==> src/shared/epic_pkg.sv <==
// Shared constants and types for the eight-source priority interrupt block
package epic_pkg;
    // Bus geometry: registers sit at word index, byte address is index * 4
    localparam int ADDR_W  = 12;
    localparam int IDX_W   = 10;
    localparam int IDX_LSB = 2;
    localparam int NSRC    = 8;
    localparam int SRC_W   = 3;
    localparam int PRI_W   = 3;

    // Register indices
    localparam logic [IDX_W-1:0] IDX_CTL   = 10'h21c;
    localparam logic [IDX_W-1:0] IDX_RET   = 10'h21d;
    localparam logic [IDX_W-1:0] IDX_PRI10 = 10'h21e;
    localparam logic [IDX_W-1:0] IDX_PRI32 = 10'h21f;
    localparam logic [IDX_W-1:0] IDX_PRI54 = 10'h220;
    localparam logic [IDX_W-1:0] IDX_PRI76 = 10'h221;
    localparam logic [IDX_W-1:0] IDX_STAT  = 10'h240;
    localparam logic [IDX_W-1:0] IDX_CLR   = 10'h241;
    localparam logic [IDX_W-1:0] IDX_EN    = 10'h242;
    localparam logic [IDX_W-1:0] IDX_STATE = 10'h243;

    // Control register bit positions
    localparam int CTL_RESET_BIT   = 4;
    localparam int CTL_ONESHOT_BIT = 3;
    localparam int CTL_ENABLE_BIT  = 2;
    localparam int CTL_ALLOW_BIT   = 1;
    localparam int CTL_CLEAR_BIT   = 0;

    // Priority field positions inside a priority register
    localparam int PRI_HI_LSB = 4;
    localparam int PRI_LO_LSB = 0;
    localparam logic [PRI_W-1:0] PRI_OFF = 3'h0;

    // Source numbering; timer three is the 1 ms tick
    localparam int SRC_TIMER1   = 0;
    localparam int SRC_TIMER2   = 1;
    localparam int SRC_TIMER3   = 2;
    localparam int SRC_B1_MST   = 3;
    localparam int SRC_B1_SLV   = 4;
    localparam int SRC_B2_MST   = 5;
    localparam int SRC_B2_SLV   = 6;
    localparam int SRC_EXT_PIN  = 7;

    // Sticky event bits of the status register
    localparam int EV_W       = 3;
    localparam int EV_DELIVER = 0;
    localparam int EV_RETURN  = 1;
    localparam int EV_STRAY   = 2;

    localparam logic [1:0] RESP_OKAY   = 2'h0;
    localparam logic [1:0] RESP_SLVERR = 2'h2;

    typedef enum logic [0:0] {
        EPIC_IDLE    = 1'b0,
        EPIC_SERVING = 1'b1
    } epic_svc_t;

    // Stored level bits of the control register
    typedef struct packed {
        logic one_shot_n;
        logic enable;
    } epic_ctl_t;

    localparam epic_ctl_t CTL_RESET = '{one_shot_n: 1'b1, enable: 1'b1};

    // One register write as seen by the core
    typedef struct packed {
        logic             en;
        logic [IDX_W-1:0] idx;
        logic [7:0]       data;
    } epic_wr_t;
endpackage

==> src/hdl/epic_ctrl.sv <==
// Eight-source priority interrupt controller with AXI4-Lite registers
//
// Functional notes
// - Writing control bit 4 as zero returns the controller to reset; status and enable registers keep their values.
// - Control bit 3 zero locks delivery after one interrupt is delivered.
// - Control bit 2 zero stops delivering any request to the processor.
// - Writing control bit 1 as zero re-allows the next pending interrupt.
// - Writing control bit 0 as zero discards all pending requests.
// - Control bits 7 to 5 are ignored; control reads are undefined.
// - Any write to the return register acknowledges the served request.
// - Each source has a 3-bit priority; zero disables that source.
// - Priority one ranks lowest, seven highest, when choosing a request.
// - Priority register: odd source in bits 6-4, even in 2-0.
// - First two priority registers serve sources 0-1 and 2-3.
// - Source 2 is the 1 ms timer tick, source 3 bus-1 master.
// - Third priority register: source 5 upper, source 4 lower.
// - Fourth priority register: source 7 external pin, source 6 lower.
// - Priorities reset to zero; priority reads are undefined.
//
// Design decision made here: the AXI4-Lite interface to the registers.
`timescale 1ns/1ps
module epic_ctrl (
    input  wire logic                           CLK_I,
    input  wire logic                           RESET_N_I,
    input  wire logic [2:0]                     TIMER_REQ_I,
    input  wire logic                           BUS1_MST_REQ_I,
    input  wire logic                           BUS1_SLV_REQ_I,
    input  wire logic                           BUS2_MST_REQ_I,
    input  wire logic                           BUS2_SLV_REQ_I,
    input  wire logic                           EXTERNAL_REQUEST_PIN_I,
    output logic                                CPU_IRQ_O,
    output logic [epic_pkg::SRC_W-1:0]          CUR_SRC_O,
    output logic                                IRQ_O,
    input  wire logic [epic_pkg::ADDR_W-1:0]    AWADDR,
    input  wire logic                           AWVALID,
    output logic                                AWREADY,
    input  wire logic [31:0]                    WDATA,
    input  wire logic [3:0]                     WSTRB,
    input  wire logic                           WVALID,
    output logic                                WREADY,
    output logic [1:0]                          BRESP,
    output logic                                BVALID,
    input  wire logic                           BREADY,
    input  wire logic [epic_pkg::ADDR_W-1:0]    ARADDR,
    input  wire logic                           ARVALID,
    output logic                                ARREADY,
    output logic [31:0]                         RDATA,
    output logic [1:0]                          RRESP,
    output logic                                RVALID,
    input  wire logic                           RREADY
);
    localparam int N = epic_pkg::NSRC;
    // Bus slave state
    logic                          aw_hold_q, aw_hold_d;
    logic [epic_pkg::ADDR_W-1:0]   awaddr_q, awaddr_d;
    logic                          w_hold_q, w_hold_d;
    logic [7:0]                    wdata_q, wdata_d;
    logic                          wstb_q, wstb_d;
    logic                          awready_q, awready_d;
    logic                          wready_q, wready_d;
    logic                          bvalid_q, bvalid_d;
    logic [1:0]                    bresp_q, bresp_d;
    logic                          arready_q, arready_d;
    logic                          rvalid_q, rvalid_d;
    logic [31:0]                   rdata_q, rdata_d;
    logic [1:0]                    rresp_q, rresp_d;
    epic_pkg::epic_wr_t            wr;
    // Controller state
    epic_pkg::epic_ctl_t           ctl_q, ctl_d;
    logic [N-1:0][epic_pkg::PRI_W-1:0] pri_q, pri_d;
    logic [N-1:0]                  pend_q, pend_d;
    epic_pkg::epic_svc_t           svc_q, svc_d;
    logic [epic_pkg::SRC_W-1:0]    cur_q, cur_d;
    logic                          lock_q, lock_d;
    logic                          cpu_irq_q, cpu_irq_d;
    logic [epic_pkg::EV_W-1:0]     stat_q, stat_d;
    logic [epic_pkg::EV_W-1:0]     en_q, en_d;
    logic                          irq_q, irq_d;
    logic [N-1:0]                  src;
    logic [N-1:0]                  pri_hit;
    logic [N-1:0][epic_pkg::PRI_W-1:0] pri_new;
    logic                          cand_v;
    logic [epic_pkg::SRC_W-1:0]    cand_idx;
    logic [epic_pkg::PRI_W-1:0]    cand_pri;
    logic                          deliver;
    logic                          ctl_wr, ret_wr, soft_rst, clr_all, allow;
    logic [epic_pkg::EV_W-1:0]     ev;
    // Gather the requesters into source order
    assign src[epic_pkg::SRC_TIMER1]  = TIMER_REQ_I[0];
    assign src[epic_pkg::SRC_TIMER2]  = TIMER_REQ_I[1];
    assign src[epic_pkg::SRC_TIMER3]  = TIMER_REQ_I[2];
    assign src[epic_pkg::SRC_B1_MST]  = BUS1_MST_REQ_I;
    assign src[epic_pkg::SRC_B1_SLV]  = BUS1_SLV_REQ_I;
    assign src[epic_pkg::SRC_B2_MST]  = BUS2_MST_REQ_I;
    assign src[epic_pkg::SRC_B2_SLV]  = BUS2_SLV_REQ_I;
    assign src[epic_pkg::SRC_EXT_PIN] = EXTERNAL_REQUEST_PIN_I;
    function automatic logic mapped(input logic [epic_pkg::IDX_W-1:0] i);
        mapped = (i >= epic_pkg::IDX_CTL && i <= epic_pkg::IDX_PRI76) ||
                 (i >= epic_pkg::IDX_STAT && i <= epic_pkg::IDX_STATE);
    endfunction
    // AXI4-Lite slave; address and data may arrive in either order
    always_comb begin
        logic aw_take, w_take, have_aw, have_w, do_wr;
        logic [epic_pkg::ADDR_W-1:0] a;
        logic [epic_pkg::IDX_W-1:0]  ri;
        aw_take   = AWVALID && awready_q;
        w_take    = WVALID && wready_q;
        have_aw   = aw_hold_q || aw_take;
        have_w    = w_hold_q || w_take;
        do_wr     = have_aw && have_w && !bvalid_q;
        a         = aw_take ? AWADDR : awaddr_q;
        ri        = ARADDR[epic_pkg::IDX_LSB +: epic_pkg::IDX_W];
        aw_hold_d = aw_hold_q;
        awaddr_d  = awaddr_q;
        w_hold_d  = w_hold_q;
        wdata_d   = wdata_q;
        wstb_d    = wstb_q;
        bvalid_d  = bvalid_q && !BREADY;
        bresp_d   = bresp_q;
        if (aw_take) begin
            aw_hold_d = 1'b1;
            awaddr_d  = AWADDR;
        end
        if (w_take) begin
            w_hold_d = 1'b1;
            wdata_d  = WDATA[7:0];
            wstb_d   = WSTRB[0];
        end
        wr.en   = 1'b0;
        wr.idx  = a[epic_pkg::IDX_LSB +: epic_pkg::IDX_W];
        wr.data = w_take ? WDATA[7:0] : wdata_q;
        if (do_wr) begin
            // Only byte lane 0 carries register data
            wr.en     = mapped(wr.idx) && (w_take ? WSTRB[0] : wstb_q);
            bvalid_d  = 1'b1;
            bresp_d   = mapped(wr.idx) ? epic_pkg::RESP_OKAY
                                       : epic_pkg::RESP_SLVERR;
            aw_hold_d = 1'b0;
            w_hold_d  = 1'b0;
        end
        awready_d = !aw_hold_d && !bvalid_d;
        wready_d  = !w_hold_d && !bvalid_d;
        // Read: control, return and priority words read as zero
        rvalid_d  = rvalid_q && !RREADY;
        rdata_d   = rdata_q;
        rresp_d   = rresp_q;
        if (ARVALID && arready_q) begin
            rvalid_d = 1'b1;
            rresp_d  = mapped(ri) ? epic_pkg::RESP_OKAY
                                  : epic_pkg::RESP_SLVERR;
            case (ri)
                epic_pkg::IDX_STAT:  rdata_d = 32'(stat_q);
                epic_pkg::IDX_EN:    rdata_d = 32'(en_q);
                epic_pkg::IDX_STATE: rdata_d = {16'h0, pend_q, 3'h0,
                                                lock_q, svc_q, cur_q};
                default:             rdata_d = 32'h0;
            endcase
        end
        arready_d = !rvalid_d;
    end
    always_ff @(posedge CLK_I or negedge RESET_N_I) begin
        if (!RESET_N_I) begin
            aw_hold_q <= 1'b0;
            awaddr_q  <= '0;
            w_hold_q  <= 1'b0;
            wdata_q   <= 8'h0;
            wstb_q    <= 1'b0;
            awready_q <= 1'b0;
            wready_q  <= 1'b0;
            bvalid_q  <= 1'b0;
            bresp_q   <= epic_pkg::RESP_OKAY;
            arready_q <= 1'b0;
            rvalid_q  <= 1'b0;
            rdata_q   <= 32'h0;
            rresp_q   <= epic_pkg::RESP_OKAY;
        end else begin
            aw_hold_q <= aw_hold_d;
            awaddr_q  <= awaddr_d;
            w_hold_q  <= w_hold_d;
            wdata_q   <= wdata_d;
            wstb_q    <= wstb_d;
            awready_q <= awready_d;
            wready_q  <= wready_d;
            bvalid_q  <= bvalid_d;
            bresp_q   <= bresp_d;
            arready_q <= arready_d;
            rvalid_q  <= rvalid_d;
            rdata_q   <= rdata_d;
            rresp_q   <= rresp_d;
        end
    end
    // Per-source priority field decode; bits 7 and 3 fall away here
    for (genvar g = 0; g < N; g++) begin : g_src
        assign pri_hit[g] = wr.en && (wr.idx == epic_pkg::IDX_PRI10 +
                            epic_pkg::IDX_W'(g / 2));
        assign pri_new[g] = (g % 2 == 1)
            ? wr.data[epic_pkg::PRI_HI_LSB +: epic_pkg::PRI_W]
            : wr.data[epic_pkg::PRI_LO_LSB +: epic_pkg::PRI_W];
    end
    // Best pending source; scanning up with >= hands ties to higher ones
    always_comb begin
        cand_v   = 1'b0;
        cand_idx = '0;
        cand_pri = epic_pkg::PRI_OFF;
        for (int i = 0; i < N; i++) begin
            if (pend_q[i] && pri_q[i] != epic_pkg::PRI_OFF &&
                pri_q[i] >= cand_pri) begin
                cand_v   = 1'b1;
                cand_idx = epic_pkg::SRC_W'(i);
                cand_pri = pri_q[i];
            end
        end
    end
    assign ctl_wr   = wr.en && wr.idx == epic_pkg::IDX_CTL;
    assign ret_wr   = wr.en && wr.idx == epic_pkg::IDX_RET;
    assign soft_rst = ctl_wr && !wr.data[epic_pkg::CTL_RESET_BIT];
    assign clr_all  = ctl_wr && !wr.data[epic_pkg::CTL_CLEAR_BIT];
    assign allow    = ctl_wr && !wr.data[epic_pkg::CTL_ALLOW_BIT];
    assign deliver  = svc_q == epic_pkg::EPIC_IDLE && cand_v &&
                      ctl_q.enable && !lock_q;
    // Controller next state
    always_comb begin
        ctl_d  = ctl_q;
        pri_d  = pri_q;
        pend_d = pend_q;
        svc_d  = svc_q;
        cur_d  = cur_q;
        lock_d = lock_q;
        ev     = '0;
        if (allow)
            lock_d = 1'b0;
        if (clr_all)
            pend_d = '0;
        if (ctl_wr) begin
            ctl_d.one_shot_n = wr.data[epic_pkg::CTL_ONESHOT_BIT];
            ctl_d.enable     = wr.data[epic_pkg::CTL_ENABLE_BIT];
        end
        for (int i = 0; i < N; i++) begin
            if (pri_hit[i])
                pri_d[i] = pri_new[i];
        end
        if (ret_wr) begin
            if (svc_q == epic_pkg::EPIC_SERVING) begin
                svc_d = epic_pkg::EPIC_IDLE;
                ev[epic_pkg::EV_RETURN] = 1'b1;
            end else begin
                ev[epic_pkg::EV_STRAY] = 1'b1;
            end
        end
        if (deliver) begin
            svc_d          = epic_pkg::EPIC_SERVING;
            cur_d          = cand_idx;
            pend_d[cand_idx] = 1'b0;
            ev[epic_pkg::EV_DELIVER] = 1'b1;
            if (!ctl_q.one_shot_n)
                lock_d = 1'b1;
        end
        // New requests win over any clear in the same cycle
        pend_d = pend_d | src;
        if (soft_rst) begin
            ctl_d  = epic_pkg::CTL_RESET;
            pri_d  = '0;
            pend_d = src;
            svc_d  = epic_pkg::EPIC_IDLE;
            cur_d  = '0;
            lock_d = 1'b0;
        end
        cpu_irq_d = svc_d == epic_pkg::EPIC_SERVING && ctl_d.enable;
        stat_d = stat_q;
        en_d   = en_q;
        if (wr.en && wr.idx == epic_pkg::IDX_CLR)
            stat_d = stat_d & ~wr.data[epic_pkg::EV_W-1:0];
        if (wr.en && wr.idx == epic_pkg::IDX_EN)
            en_d = wr.data[epic_pkg::EV_W-1:0];
        stat_d = stat_d | ev;
        irq_d  = |(stat_d & en_d);
    end
    always_ff @(posedge CLK_I or negedge RESET_N_I) begin
        if (!RESET_N_I) begin
            ctl_q     <= epic_pkg::CTL_RESET;
            pri_q     <= '0;
            pend_q    <= '0;
            svc_q     <= epic_pkg::EPIC_IDLE;
            cur_q     <= '0;
            lock_q    <= 1'b0;
            cpu_irq_q <= 1'b0;
            stat_q    <= '0;
            en_q      <= '0;
            irq_q     <= 1'b0;
        end else begin
            ctl_q     <= ctl_d;
            pri_q     <= pri_d;
            pend_q    <= pend_d;
            svc_q     <= svc_d;
            cur_q     <= cur_d;
            lock_q    <= lock_d;
            cpu_irq_q <= cpu_irq_d;
            stat_q    <= stat_d;
            en_q      <= en_d;
            irq_q     <= irq_d;
        end
    end
    assign CPU_IRQ_O = cpu_irq_q;
    assign CUR_SRC_O = cur_q;
    assign IRQ_O     = irq_q;
    assign AWREADY   = awready_q;
    assign WREADY    = wready_q;
    assign BVALID    = bvalid_q;
    assign BRESP     = bresp_q;
    assign ARREADY   = arready_q;
    assign RVALID    = rvalid_q;
    assign RDATA     = rdata_q;
    assign RRESP     = rresp_q;

    logic better_waiting;
    always_comb begin
        better_waiting = 1'b0;
        for (int i = 0; i < N; i++) begin
            if (pend_q[i] && pri_q[i] != epic_pkg::PRI_OFF &&
                (pri_q[i] > cand_pri ||
                 (pri_q[i] == cand_pri && i > int'(cand_idx))))
                better_waiting = 1'b1;
        end
    end
endmodule

==> config.mk <==
export PLATFORM = sky130hd
export DESIGN_NAME = epic_ctrl
export DESIGN_NICKNAME = d
export VERILOG_FILES = /design/src/shared/epic_pkg.sv /design/src/hdl/epic_ctrl.sv
export SDC_FILE = /design/constraint.sdc
export NUM_CORES = 1
export LEC_CHECK = 0
export BUFFER_PORTS_ARGS = -buffer_cell sky130_fd_sc_hd__buf_2
export CORE_MARGIN = 5
export CORE_UTILIZATION = 58
export CTS_CLUSTER_DIAMETER = 80
export CTS_CLUSTER_SIZE = 25
export DETAILED_ROUTE_END_ITERATION = 16
export PLACE_DENSITY = 0.9
export SETUP_SLACK_MARGIN = 0.02
export SYNTH_ARGS = -nofsm -noshare
export SYNTH_HDL_FRONTEND = slang
export SYNTH_SLANG_ARGS = --single-unit
==> constraint.sdc <==
create_clock -name CLK_I -period 15.7 [get_ports CLK_I]
set_input_delay 1.57 -clock CLK_I [delete_from_list [all_inputs] [get_ports CLK_I]]
set_output_delay 1.57 -clock CLK_I [all_outputs]
set_load 0.01 [all_outputs]
==> impl_metrics.csv <==
group,metric,value,unit
placement,gp_congestion,0.881,
cells_and_area,finalNetCount,679,
clock_network,post_cts.repair.setup_buffers,0,
timing,final_max_slew_viol_count,0,
clock_network,hold_buffers,0,
timing,fin_crit,11.69,ns
flow_run,cap_violations,0,
yosys,seq_area_frac_synth,44.1,%
yosys,synth_ff_type,"dfrtp_1",
clock_network,cts-root-buf,"clkbuf_8",
global_route,grt_usage,24.9,%
global_route,grt_pass1_vias,4267,
floorplan,start_util,59.8,%
critical_path,critPathMaxStageDelay,0.74,ns
power_and_ir_drop,vdd_ir_drop_max,0.106,mV
yosys,synth_cell_types,71,
yosys,synth_top_family_by_area,"compound AO/OA/AOI/OAI gates",
cells_and_area,antenna_cells,0,
yosys,ys_ff_latch,87,
floorplan,dieArea,10500,sq um
placement,dpl_cell_area,5310,sq um
global_route,grt_max_degree,88,
clock_network,clock-sinks,87,
yosys,netlist_instances,521,
yosys,synthXorXnorAreaFrac,0,%
clock_network,path_clk_slew,0.09,ns
detailed_routing,postRouteAntennaNets,0,
yosys,synth_area,4940,sq um
power_and_ir_drop,p_per_area,113,nW/um^2
timing,rsz0062_at_grt,"no",
detailed_routing,routedWlPerCell,17.9,um
critical_path,path_class,"reg2reg",
cells_and_area,layout_common_cells,"dfrtp_1 (85), buf_2 (66), nor2_1 (48), nand2_1 (46), inv_1 (35)",
critical_path,cp_max_fo,8,
yosys,syn_avg_cell_area,9.49,sq um
detailed_routing,drtIter0Drc,309,
yosys,async_flop_share,100,%
detailed_routing,via_per_inst,6.10,
timing,layout_setup_ws,4.01,ns
critical_path,crit_path_start_kind,"flop",
yosys,synth_edf_count,0,
detailed_routing,wirelength,12.5,mm
timing,tightest_slew,1.08,ns
clock_network,cts_buffers,9,
yosys,yosysWarnings,0,
floorplan,die_w,102,um
placement,post-place-ws,4.24,ns
global_route,antenna_found_initial,0,
critical_path,crit_required,15.91,ns
critical_path,arrival,11.90,ns
timing,skew,0.0111,ns
cells_and_area,layout_commonest_cell,"dfrtp_1",
clock_network,h-tree-depth,3,
timing,fmax,0.0855,GHz
worst_hold_path,hp-class,"reg2reg",
detailed_routing,vias,4267,
timing,fin_crit_sh,74.5,%
power_and_ir_drop,p_leak,2.64,nW
clock_network,cts_tree,"yes",
timing,hold_ws,0.469,ns
global_route,overflow,0,
floorplan,die_height,102,um
yosys,synthSimpleGateAreaFrac,17.0,%
floorplan,core_area,8260,sq um
critical_path,crit_slowest_cell,"or4b_1",
yosys,synthAdderAreaFrac,3.80,%
clock_network,cts-resized-gates,0,
placement,port_buffers,67,
timing,hold_viol_final,0,
timing,setup_viol,0,
outcome,status,"finished clean",
yosys,muxShareOfSynthArea,6.66,%
clock_network,cts_buffer_depth,2,
detailed_routing,remaining_drc_errors,0,
cells_and_area,area_growth,11.1,%
floorplan,row_count,33,
timing,setup_tns,0,ns
placement,hpwl,9.52,mm
clock_network,clk-insertion-delay-late,0.36,ns
timing,slew_headroom,27.2,%
floorplan,ios,121,
global_route,grt_pass1_wl,20.5,mm
detailed_routing,firstDrtPassIters,5,
cells_and_area,layout-drive-gt1-share,19.0,%
cells_and_area,final_area,5490,sq um
yosys,synth_compound_area_share,21.4,%
critical_path,worstSetupEndpointType,"flop",
[final cells by class]
type	instances	area [sq um]
Clock buffer	10	138
Clock inverter	6	43.8
Fill cell	653	2770
Inverter	35	131
Multi-Input combinational cell	385	2500
Sequential cell	87	2180
Tap cell	105	131
Timing Repair Buffer	71	368
[Yosys cell counts (all sizes together), types with 7 or more instances]
| cell | n | area, sq um |
|---|---|---|
| nand2 | 46 | 173 |
| mux2i | 25 | 250 |
| ha | 15 | 188 |
| a22o | 11 | 96.3 |
| clkbuf | 8 | 31.3 |
| inv | 35 | 131 |
| o21ai | 31 | 159 |
| and2 | 8 | 52.6 |
| buf | 26 | 181 |
| nand2b | 12 | 75.1 |
| o31ai | 7 | 52.6 |
| dfrtp | 85 | 2130 |
| nor3 | 17 | 85.1 |
| nor2 | 49 | 191 |
| a211oi | 16 | 125 |
| mux2 | 7 | 78.8 |
| nand3 | 13 | 65.1 |
| a21oi | 32 | 175 |
[sequential cells by signal, indices dropped and copies added, names as in the netlist, 2 cells and up]
| signal | flops |
|---|---|
| pri_q | 24 |
| RDATA | 13 |
| awaddr_q | 10 |
| pend_q | 8 |
| wdata_q | 7 |
| CUR_SRC_O | 3 |
| en_q | 3 |
| stat_q | 3 |
| ctl_q | 2 |
[per-stage QoR]
step | utilization, % | cells | total power, mW
global placement | 64.3 | 683 | 0.460
global route | 66.5 | 699 | 0.654
finish | 66.5 | 699 | 0.620
detailed placement | 64.3 | 683 | 0.474
floorplan | - | 541 | 0.413
CTS | 66.5 | 699 | 0.618
[critical path, delay by kind of cell (launching register included)]
kind,cells,cell delay (ns)
multiplexers,3,1.02
buffers and inverters,2,0.25
AO/OA/AOI/OAI,22,4.81
AND/OR/NAND/NOR,17,3.03
flip-flops,1,0.45
adder cells (fa/ha/maj),7,1.96
[cells by family after synthesis]
kind of cell / count (synthesis)
buffers and inverters: 69
adder cells (fa/ha/maj): 15
flip-flops: 87
AND/OR/NAND/NOR: 173
other: 1
AO/OA/AOI/OAI: 144
multiplexers: 32
[metal layers]
metal,up-vias,part of all wire [%],track usage (%)
li1,1978,-,-
met1,2066,41,32.3
met2,187,49,41.8
met3,36,7.9,6.01
met4,0,2.3,7.37
met5,-,0,0
[path summary, 6_finish.rpt]
kind | from | endpoint | slack (ns) | cells past startpoint
max reg2reg | pend_q[0]$_DFF_PN0_ | CPU_IRQ_O$_DFF_PN0_ | 4.01 | 51
max in group asynchronous | RESET_N_I | pri_q[21]$_DFFE_PN0P_ | 13.61 | 1
min | aw_hold_q$_DFF_PN0_ | AWREADY$_DFF_PN0_ | 0.47 | 1
min in group asynchronous | RESET_N_I | RVALID$_DFF_PN0_ | 1.39 | 1
max | pend_q[0]$_DFF_PN0_ | CPU_IRQ_O$_DFF_PN0_ | 4.01 | 51
min reg2reg | aw_hold_q$_DFF_PN0_ | AWREADY$_DFF_PN0_ | 0.47 | 1
[power by group]
| part | switching (mW) | internal [mW] | total [mW] | leakage [nW] |
|---|---|---|---|---|
| clock | 0.0830 | 0.0624 | 0.145 | 0.0926 |
| combinational | 0.123 | 0.0683 | 0.191 | 1.50 |
| sequential | 0.0234 | 0.260 | 0.283 | 1.05 |
| total | 0.229 | 0.391 | 0.620 | 2.64 |
Power figures use the tool's default switching activity.
